**src/rsc_defs.svh**
```systemverilog
`ifndef RSC_DEFS_SVH
`define RSC_DEFS_SVH
`define RSC_CLK_HZ 125000000
`define RSC_BASE_HZ 2000000
`define RSC_STEP_HZ 40000
`define RSC_SS_TIME_US 1400
`define RSC_SS_CYC (`RSC_SS_TIME_US * (`RSC_CLK_HZ / 1000000))
`define RSC_HICCUP_HZ 32000
`define RSC_HICCUP_CYC (`RSC_CLK_HZ / `RSC_HICCUP_HZ)
`define RSC_MIN_OFF_CYC 4
`define RSC_DUTY90 8'hE7
`define RSC_DUTY_FULL 8'hFF
`define RSC_OVER_MAX 2'h3
`define RSC_SYNC_LOSS 8'h7D
`define RSC_LFSR_SEED 4'h1
`define RSC_ADDR_CTRL 32'h0000_0000
`define RSC_ADDR_STATUS 32'h0000_0004
`define RSC_ADDR_BIN 32'h0000_0008
`define RSC_CTRL_RST 2'h3
`define RSC_CTRL_SPREAD 0
`define RSC_CTRL_SYNC 1
`endif

```
**src/rsc_pkg.sv**
```systemverilog
`default_nettype none
package rsc_pkg;
    typedef enum logic [2:0] {
        RSC_SHUT = 3'b001,
        RSC_START = 3'b010,
        RSC_RUN = 3'b100
    } rsc_seq_t;
    typedef enum logic [3:0] {
        RSC_OFF = 4'b0001,
        RSC_SOFT = 4'b0010,
        RSC_ON = 4'b0100,
        RSC_HICC = 4'b1000
    } rsc_mode_t;
    // Analog status of one converter, valid every clock.
    typedef struct packed {
        logic ilim;
        logic overload;
        logic [7:0] duty;
    } rsc_rail_in_t;
    typedef struct packed {
        logic [7:0] cnt;
        logic [3:0] lfsr;
        logic start;
    } rsc_osc_t;
    typedef struct packed {
        rsc_mode_t mode;
        logic [17:0] tmr;
        logic [8:0] pcnt;
        logic phase;
        logic off_done;
        logic [1:0] over_cnt;
        logic gate;
    } rsc_rail_t;
    typedef struct packed {
        rsc_seq_t seq;
        logic [1:0] ctrl;
        logic high_supply_shutdown;
        logic hv;
        logic sync_prev;
        logic sync_locked;
        logic [7:0] loss;
        logic [3:0] gate;
        logic [3:0] ss;
        logic [1:0] fault_oe_n;
        logic [1:0] fault_lvl;
        logic [31:0] hrdata;
        logic hreadyout;
        logic resp;
        logic [1:0] w_sel;
    } rsc_top_t;
endpackage : rsc_pkg
`default_nettype wire

```
**src/rsc_osc.sv**
```systemverilog
`include "rsc_defs.svh"
`default_nettype none
module rsc_osc (
    input wire logic ref_clk,
    input wire logic rst,
    input wire logic spread_en,
    input wire logic fold,
    input wire logic sync_pulse,
    output logic period_start,
    output logic [7:0] period_len,
    output logic [3:0] bin
);
    import rsc_pkg::*;
    rsc_osc_t st;
    rsc_osc_t next_st;
    logic [7:0] tbl [16];

    // Adding the nor term inserts the all-zero state, so all sixteen bins
    // occur once per cycle of the sequence.
    function automatic logic [3:0] rsc_lfsr_next(input logic [3:0] s);
        return {s[2:0], s[3] ^ s[0] ^ (s[2:0] == 3'b000)};
    endfunction : rsc_lfsr_next

    for (genvar g = 0; g < 16; g++) begin : g_bin
        assign tbl[g] = 8'(`RSC_CLK_HZ /
            (`RSC_BASE_HZ + g * `RSC_STEP_HZ));
    end

    assign period_len = fold ? {tbl[st.lfsr][6:0], 1'b0} : tbl[st.lfsr];
    assign period_start = st.start;
    assign bin = st.lfsr;

    always_comb begin
        next_st = st;
        next_st.start = 1'b0;
        if (sync_pulse || st.cnt >= period_len - 8'h01) begin
            next_st.cnt = 8'h00;
            next_st.start = 1'b1;
            next_st.lfsr = rsc_lfsr_next(st.lfsr);
        end else begin
            next_st.cnt = st.cnt + 8'h01;
        end
        if (!spread_en) begin
            next_st.lfsr = 4'h0;
        end
    end

    always_ff @(posedge ref_clk) begin
        if (rst) begin
            st <= '0;
            st.lfsr <= `RSC_LFSR_SEED;
        end else begin
            st <= next_st;
        end
    end
endmodule : rsc_osc
`default_nettype wire

```
**src/rsc_rail.sv**
```systemverilog
`include "rsc_defs.svh"
`default_nettype none
module rsc_rail #(
    parameter int SS_CYC = `RSC_SS_CYC
) (
    input wire logic ref_clk,
    input wire logic rst,
    input wire logic en,
    input wire logic block,
    input wire logic half,
    input wire logic period_start,
    input wire logic [7:0] period_len,
    input wire rsc_pkg::rsc_rail_in_t ain,
    output logic gate,
    output logic ss_run,
    output logic ready,
    output logic hiccup
);
    import rsc_pkg::*;
    rsc_rail_t st;
    rsc_rail_t next_st;
    logic [8:0] eff;
    logic [16:0] prod;
    logic [8:0] on_cyc;
    logic start;
    logic cut;

    assign gate = st.gate;
    assign ss_run = st.mode == RSC_SOFT;
    assign ready = st.mode == RSC_ON;
    assign hiccup = st.mode == RSC_HICC;

    always_comb begin
        next_st = st;
        eff = half ? {period_len, 1'b0} : {1'b0, period_len};
        prod = 17'(eff * ain.duty);
        on_cyc = (ain.duty == `RSC_DUTY_FULL) ? eff : prod[16:8];
        start = period_start && (!half || st.phase);
        cut = ain.ilim || st.pcnt >= on_cyc ||
            (st.over_cnt == `RSC_OVER_MAX &&
            st.pcnt >= eff - 9'(`RSC_MIN_OFF_CYC));
        if (period_start) begin
            next_st.phase = ~st.phase;
        end
        if (start) begin
            next_st.pcnt = 9'h000;
            next_st.off_done = 1'b0;
            next_st.over_cnt = (ain.duty >= `RSC_DUTY90 &&
                st.over_cnt != `RSC_OVER_MAX) ?
                st.over_cnt + 2'h1 : 2'h0;
        end else begin
            if (st.pcnt != 9'h1FF) begin
                next_st.pcnt = st.pcnt + 9'h001;
            end
            if (cut) begin
                next_st.off_done = 1'b1;
            end
        end
        case (st.mode)
            RSC_OFF: begin
                next_st.mode = RSC_SOFT;
                next_st.tmr = 18'h00000;
            end
            RSC_SOFT: begin
                next_st.tmr = st.tmr + 18'h00001;
                if (ain.overload) begin
                    next_st.mode = RSC_HICC;
                    next_st.tmr = 18'h00000;
                end else if (st.tmr == 18'(SS_CYC - 1)) begin
                    next_st.mode = RSC_ON;
                end
            end
            RSC_ON: begin
                if (ain.overload) begin
                    next_st.mode = RSC_HICC;
                    next_st.tmr = 18'h00000;
                end
            end
            RSC_HICC: begin
                next_st.tmr = st.tmr + 18'h00001;
                if (st.tmr == 18'(`RSC_HICCUP_CYC - 1)) begin
                    next_st.mode = RSC_SOFT;
                    next_st.tmr = 18'h00000;
                end
            end
            default: next_st.mode = RSC_OFF;
        endcase
        if (!en) begin
            next_st.mode = RSC_OFF;
            next_st.tmr = 18'h00000;
        end
        // Switch-on happens only at a period start once turned off.
        next_st.gate = en && !block && !next_st.off_done &&
            (st.mode == RSC_SOFT || st.mode == RSC_ON) &&
            (start || st.gate);
    end

    always_ff @(posedge ref_clk) begin
        if (rst) begin
            st <= '0;
            st.mode <= RSC_OFF;
        end else begin
            st <= next_st;
        end
    end
endmodule : rsc_rail
`default_nettype wire

```
**src/rsc_top.sv**
```systemverilog
//////////////////////////////////////////////////////////////////////////////
// Summary of operation
// - Supply lockout stops all switching and returns every soft-start to idle.
// - Overvoltage stops switching; release only once supply falls below 34 V.
// - Global on low means shutdown: all outputs stopped, no activity.
// - Global on high starts primary rail soft-start, about 1.4 ms.
// - Boost rail soft-start follows primary completion, enabled by global on.
// - Each secondary buck runs its own soft-start when its enable is high.
// - Secondary bucks stay disabled until primary soft-start has completed.
// - One shared oscillator clocks all four rails; sync retimes them all.
// - Duty and high-voltage foldback act per rail, not on the oscillator.
// - After switch-off, switch-on waits for the next period start.
// - Over 90% duty for three periods forces off time in the fourth.
// - Primary rail halves frequency above 20 V, restores below 18 V.
// - Spread spectrum picks a 4-bit bin, each adding 40 kHz.
// - The bin sequence visits all sixteen bins equally often.
// - On and off times scale with period so duty stays constant.
// - Peak current trip ends the on time until the next period.
// - Severe primary overload lowers the shared oscillator frequency.
// - Persistent overload: off for the hiccup interval, then restart.
// - Spread spectrum is off while locked to external sync.
// - Sync rising edge restarts the period; ignored outside normal running.
// - Secondary fault outputs are held low while their rail is disabled.
//////////////////////////////////////////////////////////////////////////////
//
// Our own choices: the placing of the registers and the AHB-Lite register port.
`include "rsc_defs.svh"
`default_nettype none
module rsc_top #(
    parameter int SS_CYC = `RSC_SS_CYC
) (
    input wire logic ref_clk,
    input wire logic rst,
    input wire logic hsel,
    input wire logic [31:0] haddr,
    input wire logic [1:0] htrans,
    input wire logic hwrite,
    input wire logic [2:0] hsize,
    input wire logic [31:0] hwdata,
    input wire logic hready,
    output logic [31:0] hrdata,
    output logic hreadyout,
    output logic hresp,
    input wire logic global_on_input,
    input wire logic rail2_on_input,
    input wire logic rail3_on_input,
    input wire logic ext_sync_input,
    input wire logic low_supply_lockout,
    input wire logic supply_over_high,
    input wire logic supply_below_release,
    input wire logic vin_above_upper,
    input wire logic vin_below_lower,
    input wire logic primary_severe_overload,
    input wire rsc_pkg::rsc_rail_in_t [3:0] rail_in,
    input wire logic [1:0] rail_fault_in,
    output logic [1:0] rail_fault_out,
    output logic [1:0] rail_fault_oe_n,
    output logic [3:0] gate_out,
    output logic [3:0] ss_run_out
);
    import rsc_pkg::*;
    rsc_top_t st;
    rsc_top_t next_st;
    logic run_ok;
    logic sync_edge;
    logic sync_take;
    logic spread_en;
    logic [3:0] rail_en;
    logic [3:0] r_gate;
    logic [3:0] r_ss;
    logic [3:0] r_ready;
    logic [3:0] r_hiccup;
    logic osc_start;
    logic [7:0] osc_len;
    logic [3:0] osc_bin;
    logic a_phase;
    logic [1:0] a_sel;

    // Only the aligned word addresses 0, 4 and 8 in the low page are mapped; hsize is not decoded.
    function automatic logic [1:0] rsc_decode(input logic [31:0] a);
        case (a)
            `RSC_ADDR_CTRL: return 2'h1;
            `RSC_ADDR_STATUS: return 2'h2;
            `RSC_ADDR_BIN: return 2'h3;
            default: return 2'h0;
        endcase
    endfunction : rsc_decode

    assign hrdata = st.hrdata;
    assign hreadyout = st.hreadyout;
    assign hresp = st.resp;
    assign gate_out = st.gate;
    assign ss_run_out = st.ss;
    assign rail_fault_out = st.fault_lvl;
    assign rail_fault_oe_n = st.fault_oe_n;

    //////////////////////////////////////////////////////////////////////////
    rsc_osc u_osc (
        .ref_clk(ref_clk),
        .rst(rst),
        .spread_en(spread_en),
        .fold(primary_severe_overload),
        .sync_pulse(sync_take),
        .period_start(osc_start),
        .period_len(osc_len),
        .bin(osc_bin)
    );

    // Index 0 is the primary buck, 1 and 2 the secondary bucks, 3 the boost.
    for (genvar i = 0; i < 4; i++) begin : g_rail
        rsc_rail #(
            .SS_CYC(SS_CYC)
        ) u_rail (
            .ref_clk(ref_clk),
            .rst(rst),
            .en(rail_en[i]),
            .block(st.high_supply_shutdown),
            .half((i == 0) && st.hv),
            .period_start(osc_start),
            .period_len(osc_len),
            .ain(rail_in[i]),
            .gate(r_gate[i]),
            .ss_run(r_ss[i]),
            .ready(r_ready[i]),
            .hiccup(r_hiccup[i])
        );
    end

    //////////////////////////////////////////////////////////////////////////
    always_comb begin
        next_st = st;
        run_ok = global_on_input && !low_supply_lockout;
        rail_en[0] = run_ok && st.seq != RSC_SHUT;
        rail_en[3] = run_ok && st.seq == RSC_RUN && r_ready[0];
        rail_en[1] = rail_en[3] && rail2_on_input;
        rail_en[2] = rail_en[3] && rail3_on_input;
        case (st.seq)
            RSC_SHUT: begin
                next_st.seq = RSC_START;
            end
            RSC_START: begin
                if (r_ready[0]) begin
                    next_st.seq = RSC_RUN;
                end
            end
            RSC_RUN: begin
                if (!r_ready[0]) begin
                    next_st.seq = RSC_START;
                end
            end
            default: next_st.seq = RSC_SHUT;
        endcase
        if (!run_ok) begin
            next_st.seq = RSC_SHUT;
        end
        // Setting dominates so a rising supply is never missed.
        if (supply_over_high) begin
            next_st.high_supply_shutdown = 1'b1;
        end else if (supply_below_release) begin
            next_st.high_supply_shutdown = 1'b0;
        end
        if (vin_above_upper) begin
            next_st.hv = 1'b1;
        end else if (vin_below_lower) begin
            next_st.hv = 1'b0;
        end
        next_st.sync_prev = ext_sync_input;
        sync_edge = ext_sync_input && !st.sync_prev;
        sync_take = sync_edge && st.seq == RSC_RUN && !st.high_supply_shutdown &&
            st.ctrl[`RSC_CTRL_SYNC];
        if (sync_take) begin
            next_st.sync_locked = 1'b1;
            next_st.loss = 8'h00;
        end else if (st.sync_locked) begin
            next_st.loss = st.loss + 8'h01;
            // A stopped sync clock falls back to the free-running rate.
            if (st.loss == `RSC_SYNC_LOSS) begin
                next_st.sync_locked = 1'b0;
            end
        end
        if (st.seq != RSC_RUN || st.high_supply_shutdown) begin
            next_st.sync_locked = 1'b0;
        end
        spread_en = st.ctrl[`RSC_CTRL_SPREAD] && !st.sync_locked;
        next_st.gate = r_gate;
        next_st.ss = r_ss;
        next_st.fault_lvl = 2'h0;
        next_st.fault_oe_n = r_ready[2:1] & {2{!st.high_supply_shutdown}};
        next_st.hreadyout = 1'b1;
        next_st.resp = 1'b0;
        a_phase = hsel && htrans[1] && hready;
        a_sel = rsc_decode(haddr);
        if (st.w_sel == 2'h1) begin
            next_st.ctrl = hwdata[1:0];
        end
        next_st.w_sel = (a_phase && hwrite) ? a_sel : 2'h0;
        if (a_phase && !hwrite) begin
            case (a_sel)
                2'h1: next_st.hrdata = {30'h0000_0000, st.ctrl};
                2'h2: next_st.hrdata = {16'h0000, rail_fault_in, st.hv,
                    st.high_supply_shutdown, st.sync_locked, st.seq, r_hiccup, r_ready};
                2'h3: next_st.hrdata = {28'h000_0000, osc_bin};
                default: next_st.hrdata = 32'h0000_0000;
            endcase
        end
    end

    always_ff @(posedge ref_clk) begin
        if (rst) begin
            st <= '0;
            st.seq <= RSC_SHUT;
            st.ctrl <= `RSC_CTRL_RST;
        end else begin
            st <= next_st;
        end
    end
endmodule : rsc_top
`default_nettype wire

```
**config.mk**
```make
export PLATFORM = sky130hd
export DESIGN_NAME = rsc_top
export DESIGN_NICKNAME = d
export VERILOG_FILES = /design/src/rsc_pkg.sv /design/src/rsc_osc.sv /design/src/rsc_rail.sv /design/src/rsc_top.sv
export VERILOG_INCLUDE_DIRS = /design/src
export SDC_FILE = /design/constraint.sdc
export NUM_CORES = 1
export LEC_CHECK = 0
export BUFFER_PORTS_ARGS = -buffer_cell sky130_fd_sc_hd__buf_2
export CORE_MARGIN = 5
export CORE_UTILIZATION = 40
export CTS_CLUSTER_SIZE = 25
export DETAILED_ROUTE_END_ITERATION = 10
export SYNTH_ARGS = -nofsm -noshare
export SYNTH_HDL_FRONTEND = slang
export SYNTH_SLANG_ARGS = --single-unit
```
**constraint.sdc**
```tcl
create_clock -name ref_clk -period 7.9 [get_ports ref_clk]
set_clock_uncertainty 0.05 [all_clocks]
set_input_delay 0.79 -clock ref_clk [delete_from_list [all_inputs] [get_ports ref_clk]]
set_output_delay 0.79 -clock ref_clk [all_outputs]
set_load 0.02 [all_outputs]
```
==> impl_metrics.py, run 1 <==
metrics = {
    "outcome": {
        "status": "finished clean",
    },
    "sta": {
        "finalSetupViolCount": 0,
        "slew-limit-headroom_pct": 29.53,
        "worst_pin_slew_ps": 1051,
        "min_period_over_period_pct": 93.66,
        "hold_violations": 0,
        "setup_tns_ps": 0,
        "rsz0062_at_grt": "false",
        "fmax_mhz": 135.1,
        "drv_slew": 0,
        "period_needed_ps": 7399,
    },
    "floorplanning": {
        "dieArea_um2": 51440,
        "io_pins": 172,
        "die_h_um": 226.8,
        "die_w_um": 226.8,
        "row_count": 79,
        "core_um2": 46560,
        "initial_core_util_pct": 40.38,
    },
    "routing": {
        "via_count": 15340,
        "firstDrtPassIters": 5,
        "routed_wirelength_mm": 44.47,
        "routed_via_density": 5.223,
        "drc": 0,
        "drtIter0Drc": 736,
        "routedWlPerCell_um": 15.14,
        "drtAntennaViolNets": 0,
    },
    "run": {
        "timing.max_cap.violations": 0,
    },
    "synthesis": {
        "synth_top_area_share_pct": 21.30,
        "yosysUniqueCellTypes": 77,
        "synth_area_leaders": "dfxtp_1 (21%), ha_1 (16%), fa_1 (13%)",
        "synthTopCellsByCount": "ha_1 (245), nor2_1 (242), inv_1 (215), dfxtp_1 (200), nand2_1 (179)",
        "ys_dominant_reg_cell": "dfxtp_1",
        "syn_area_um2": 18800,
        "synth_edf_count": 0,
        "synth_most_common_cell": "ha_1",
        "syn_inst": 2252,
        "yosys.area.top_type": "dfxtp_1",
        "seq_area_frac_synth_pct": 21.30,
        "ys_ff_latch": 200,
        "synth_async_sr_flop_share_pct": 0,
        "ys.warnings.count": 0,
        "avgSynthCellArea_um2": 8.348,
    },
    "final_layout": {
        "multi_input_area_um2": 13440,
        "fillers": 4626,
        "syn_to_final_growth_pct": 8.658,
        "regArea_um2": 4005,
        "nets": 2809,
        "drive_above_1_share_pct": 9.274,
        "finalNonFillerCells": 2938,
        "utilization_pct": 43.88,
    },
    "global_routing": {
        "track_usage_pct": 17.37,
        "busiest_layer": "met2",
        "grt.overflow.total": 0,
        "antenna_found_initial": 4,
        "grt_max_degree": 44,
        "use_met1_pct": 23.09,
        "grt_pass1_wl_mm": 74.32,
        "grt_pass1_vias": 15320,
        "grtUsageMet3_pct": 2.097,
        "grt.met2_usage_pct": 30.09,
    },
    "clock_tree": {
        "cts_buffers": 17,
        "cts_root_buffer": "clkbuf_16",
        "clock_latency_ps": 440,
        "holdBufCountCts": 0,
        "cts_tree": "built",
        "cts.sinks": 200,
        "h-tree-depth": 4,
        "cts_buffer_depth": 2,
        "path_clk_slew_ps": 80,
    },
    "worst_hold_path": {
        "hp-class": "flip-flop to flip-flop",
        "hp-start": "g_rail[3].u_rail.gate",
    },
    "setup_path": {
        "reg2reg_from": "u_osc.bin[1]",
        "startpoint": "u_osc.bin[1]",
        "cp_max_fo": 12,
        "worst_path_max_delay_cell": "fa_1",
        "critPathCaptureType": "flip-flop",
        "critPathArrivalTime_ps": 7700,
        "critPathKind": "flip-flop to flip-flop",
        "timing.critical_path.buf_inv": 5,
        "max_stage_delay_ps": 550,
        "crit_family": "adder cells",
        "critical_path_required_ps": 8200,
        "worstSetupStartpointType": "flip-flop",
    },
    "power_and_ir_drop": {
        "power_leakage_nw": 9.172,
        "powerDensity_nw_per_um2": 193.9,
        "internal_power_w": 0.002451,
        "ir_drop_mv": 0.1533,
        "power_frac_seq_pct": 26.1,
        "p_sw_w": 0.001511,
        "netSwitchingFraction_pct": 38.13,
        "combPwrFrac_pct": 51.0,
        "power.share.clock_pct": 22.8,
    },
    "placement": {
        "hpwl_mm": 34.35,
        "dp_cells": 2904,
        "globalplace.congestion": 0.8560,
        "port_buffers": 118,
    },
}
## final cells by class
type	instances	share of cell area, %
clock inverter	13	0.7840
tap	607	3.718
timing repair buffer	146	3.920
inverter	216	3.969
clock buffer	19	2.168
multi-input combinational	1735	65.81
sequential	200	19.61
antenna	2	0.02450
## metrics by stage
step | instance area [um^2] | total power, W | setup WS, ps | hold slack (ps)
after floorplan | 18870 | 0.002682 | 560.4 | 379.1
after global placement | 19810 | 0.003048 | 473.4 | 389.5
after detailed placement | 19810 | 0.003087 | 434.8 | 409.6
after CTS | 20420 | 0.004015 | 379.9 | 411.8
after global routing | 20430 | 0.004397 | 60.15 | 425.2
final | 20430 | 0.003961 | 500.7 | 411.7
## power by group through the flow
stage / clock [W] / combinational [W] / sequential [W]
3_3_place_gp: 0 / 0.00199 / 0.00106
3_5_place_dp: 0 / 0.00203 / 0.00106
5_1_grt: 0.000969 / 0.00239 / 0.00104
6_report: 0.000904 / 0.00202 / 0.00104
4_1_cts: 0.000929 / 0.00205 / 0.00104
2_1_floorplan: 0 / 0.00163 / 0.00105
## state kept, by name (all words and copies together) (netlist names), 4 cells and up
register / count
g_rail.u_rail.gate: 4
g_rail.u_rail.st: 137
gate_out: 4
hrdata: 16
ss_run_out: 4
st: 19
u_osc.bin: 4
u_osc.st: 8
## cell families (layout without fill, tap and decap cells)
group | after synthesis | in the layout | share of synthesized area (%)
compound gates | 310 | 310 | 10.62
xor+xnor | 108 | 108 | 5.031
fa+ha+maj | 367 | 367 | 29.30
buf+inv | 335 | 394 | 7.680
flops | 200 | 200 | 21.30
mux | 29 | 29 | 1.644
other cells | 2 | 22 | 0.03995
simple gates | 901 | 901 | 24.40
## worst register-to-register path: cells and delay by family, from the launching register on
family,cells,cell delay (ps)
muxes,2,850
DFF,1,420
adders and majority gates,7,2990
buffers and inverters,5,400
xor gates and xnor gates,1,150
and+or+nand+nor,6,720
AOI/OAI and AO/OA,10,1760
## layout by cell type (no fill, tap or decap), types with 10 or more instances in the layout
cell         n
ha_1       245
nor2_1     242
inv_1      215
dfxtp_1    199
nand2_1    179
fa_1       122
buf_2      118
and2_1     110
a21oi_1     83
o21ai_0     72
nand3_1     68
xor2_1      62
nor3_1      54
xnor2_1     46
nor2b_1     32
and3_1      31
nand2b_1    30
nand4_1     30
a21o_1      29
nor4_1      28
buf_4       28
mux2i_1     23
conb_1      20
or3_1       17
clkbuf_16   17
a22oi_1     15
o31ai_1     13
a31oi_1     12
a211oi_1    12
or4_1       11
nor3b_1     11
o211ai_1    10
nor4b_1     10
## path summary, 6_finish.rpt
check / end / slack, ps / depth (start not counted)
hold / removal: gate_out[3] / 410 / 1
hold reg to reg: gate_out[3] / 410 / 1
setup reg to reg: g_rail[0].u_rail.gate / 500 / 31
setup / recovery: g_rail[0].u_rail.gate / 500 / 31
## layer usage
layer / vias up / share of wire (%)
li1: 7711 / -
met2: 230 / 48
met4: 4 / 1.9
met3: 53 / 3.0
met1: 7346 / 47
met5: - / 0.056
## repair_timing
action                                  in CTS  in global routing
gates resized for setup                      0                  2
endpoints found under the setup margin       0                  2
setup buffers                                0                  0
Power figures use the tool's default switching activity.
==> inputs of run 2 (changes only) <==
--- a/config.mk
+++ b/config.mk
@@ -13,4 +13,5 @@
 export DETAILED_ROUTE_END_ITERATION = 10
 export SYNTH_ARGS = -nofsm -noshare
 export SYNTH_HDL_FRONTEND = slang
+export SYNTH_HIERARCHICAL = 1
 export SYNTH_SLANG_ARGS = --single-unit
==> constraint.sdc (replaced) <==
create_clock -name ref_clk -period 7.9 [get_ports ref_clk]
set_clock_uncertainty 0.05 [all_clocks]
set_input_delay 0.395 -clock ref_clk [delete_from_list [all_inputs] [get_ports ref_clk]]
set_output_delay 0.395 -clock ref_clk [all_outputs]
set_load 0.02 [all_outputs]
==> run 2 against run 1 <==
First-iteration DRC count up 9.5%. Global-route usage rose by 0.55 points. Highest routed layer unchanged. Wire length rose by 24%.
==> impl_metrics.py, run 2 <==
metrics = {
    "outcome": {
        "status": "finished clean",
    },
    "synthesis": {
        "synthMuxAreaShare_pct": 3.292,
        "synth-xor-area-share_pct": 5.549,
        "yosysUniqueCellTypes": 117,
        "synthSimpleGateAreaFrac_pct": 25.68,
        "ys_ff_latch": 203,
        "syn_area_um2": 22730,
        "avgSynthCellArea_um2": 8.522,
        "synth-compound-area-share_pct": 11.34,
        "ys_dominant_reg_cell": "dfxtp_1",
        "synth_area_leaders": "dfxtp_1 (18%), fa_1 (14%), ha_1 (14%)",
        "yosys.area.top_type": "dfxtp_1",
        "ys.warnings.count": 6,
        "synth_async_sr_flop_share_pct": 0,
        "synth_top_family_by_area": "adder cells",
        "synth_most_common_cell": "inv_1",
        "seq_area_frac_synth_pct": 17.88,
        "synth_edf_count": 0,
        "synthTopCellsByCount": "inv_1 (258), ha_1 (248), dfxtp_1 (203), nor2_1 (202), nand2_1 (172)",
        "synth_top_area_share_pct": 17.88,
        "synth_fa_ha_area_share_pct": 28.10,
        "syn_inst": 2667,
    },
    "power_and_ir_drop": {
        "power_w": 0.005323,
        "p_sw_w": 0.002155,
        "internal_power_w": 0.003168,
        "power.share.clock_pct": 23.4,
        "combPwrFrac_pct": 56.8,
        "netSwitchingFraction_pct": 40.48,
        "power_frac_seq_pct": 19.7,
        "ir_drop_mv": 0.1530,
        "power_leakage_nw": 11.23,
        "powerDensity_nw_per_um2": 214.8,
    },
    "floorplanning": {
        "row_count": 87,
        "core_um2": 56390,
        "dieArea_um2": 61690,
        "io_pins": 172,
        "die_h_um": 248.4,
        "initial_core_util_pct": 40.31,
        "die_w_um": 248.4,
    },
    "setup_path": {
        "cp_max_fo": 5,
        "critPathCaptureType": "flip-flop",
        "critPathKind": "flip-flop to flip-flop",
        "worstSetupStartpointType": "flip-flop",
        "critical_path_required_ps": 8290,
        "critPathArrivalTime_ps": 7940,
    },
    "routing": {
        "via_count": 18570,
        "drc": 0,
        "routed_wirelength_mm": 55.31,
        "routedWlPerCell_um": 15.75,
        "firstDrtPassIters": 5,
        "drtIter0Drc": 806,
        "drtAntennaViolNets": 0,
        "routed_via_density": 5.288,
    },
    "global_routing": {
        "grt.overflow.total": 0,
        "antenna_found_initial": 1,
        "grt_pass1_vias": 18700,
        "grt_max_degree": 52,
        "grt_pass1_wl_mm": 93.78,
        "track_usage_pct": 17.92,
    },
    "final_layout": {
        "syn_to_final_growth_pct": 9.056,
        "finalNonFillerCells": 3511,
        "mostFrequentLayoutCells": "inv_1 (258), ha_1 (248), dfxtp_1 (203), nor2_1 (202), nand2_1 (172)",
        "largest_reg_flops": 140,
        "antenna_cells": 0,
        "nets": 3274,
        "drive_above_1_share_pct": 10.16,
        "top_register": "g_rail.u_rail/st",
        "layout_commonest_cell": "inv_1",
    },
    "clock_tree": {
        "post_cts_buffers": 0,
        "h-tree-depth": 1,
        "clock_latency_ps": 560,
        "path_clk_slew_ps": 60,
        "cts_root_buffer": "clkbuf_16",
        "cts_buffers": 25,
        "cts_buffer_depth": 3,
        "cts.sinks": 203,
        "cts_tree": "built",
    },
    "placement": {
        "globalplace.congestion": 0.8903,
        "hpwl_mm": 42.68,
        "dp_cells": 3458,
        "port_buffers": 118,
        "dp_slack_ps": 31.99,
    },
    "sta": {
        "hold_violations": 0,
        "finalSetupViolCount": 0,
        "worst_pin_slew_ps": 1240,
        "hold-worst-slack_ps": 61.04,
        "period_needed_ps": 7554,
        "rsz0062_at_grt": "true",
        "final.setup.worst_slack_ps": 346.2,
        "fmax_mhz": 132.4,
        "min_period_over_period_pct": 95.62,
        "slew-limit-headroom_pct": 15.00,
        "drv_slew": 0,
    },
    "run": {
        "timing.max_cap.violations": 0,
    },
    "worst_hold_path": {
        "hp-class": "primary input to flip-flop",
    },
}
-- run 2: cell types whose count changed after synthesis, sizes merged, moves of 23 or more --
cell    delta
mux2i     +28
xnor2     +28
nand2b    +37
a21oi     +36
nor2      -41
nor2b    +119
o21ai     +23
fa        +42
inv       +42
-- run 2: logic make-up after synthesis --
group | count (synthesis)
AND/OR/NAND/NOR | 1047
adder cells (fa/ha/maj) | 412
buffers and inverters | 402
AO/OA/AOI/OAI | 387
flip-flops | 203
XOR/XNOR | 144
multiplexers | 69
other | 3
-- run 2: layout make-up --
| cell class | instances | area, um^2 |
|---|---|---|
| inverter | 259 | 972.2 |
| tap | 756 | 945.9 |
| sequential | 203 | 4064 |
| clock buffer | 31 | 668.1 |
| clock inverter | 15 | 225.2 |
| timing repair buffer | 164 | 953.4 |
| multi-input combinational | 2083 | 16960 |
| fill | 5702 | 31600 |
-- run 2: repair_timing --
| action | 4_1_cts | 5_1_grt |
|---|---|---|
| resized for setup | 0 | 13 |
| hold endpoints to repair | 7 | 0 |
| setup endpoints to repair | 0 | 4 |
| hold buffers | 7 | 0 |
-- run 2: layer usage --
metal,track usage (%),share of wire [%]
met1,24.63,47
met2,30.79,47
met3,2.082,4.1
met4,3.327,1.5
met5,0,0.013
-- run 2: through the flow --
step | cell area [um^2] | setup TNS, ps | utilization, %
after floorplan | 22810 | 0 | -
after global placement | 23770 | 0 | 42.16
after detailed placement | 23770 | 0 | 42.16
after CTS | 24740 | 0 | 43.87
after global routing | 24790 | -12.39 | 43.96
final | 24790 | 0 | 43.96
-- run 2: power by group through the flow --
stage | Combinational, W | Sequential (W) | Clock [W]
2_1_floorplan | 0.00241 | 0.00107 | 0
3_3_place_gp | 0.00293 | 0.00107 | 0
3_5_place_dp | 0.00300 | 0.00107 | 0
4_1_cts | 0.00302 | 0.00105 | 0.00128
5_1_grt | 0.00353 | 0.00105 | 0.00132
6_report | 0.00303 | 0.00105 | 0.00125
-- run 2: final timing paths --
kind | startpoint | end | slack (ps) | cells past startpoint
hold / removal | rail_in[28] | g_rail[2].u_rail/st[34] | 60 | 2
hold reg to reg | hrdata[8] | hrdata[8] | 410 | 2
setup reg to reg | u_osc/bin[1] | g_rail[3].u_rail/gate | 350 | 27
setup / recovery | u_osc/bin[1] | g_rail[3].u_rail/gate | 350 | 27
-- run 2: critical path, cell delays in order (launching register included) --
cell and delay [ps]:
dfxtp_1 320, inv_1 90, ha_1 330, inv_1 70, mux4_2 510, nand2_1 90
o21ai_1 110, mux2i_2 320, nor2b_1 120, fa_1 470, fa_1 540, inv_1 50
fa_1 480, inv_1 60, fa_1 480, ha_1 320, a211o_1 290, a41o_1 270
a21oi_2 250, o21ai_0 170, xor2_1 170, o21ai_0 200, ha_1 270, and4_1 220
a2111o_1 380, a221oi_2 240, o2111ai_1 170, a2111oi_1 410
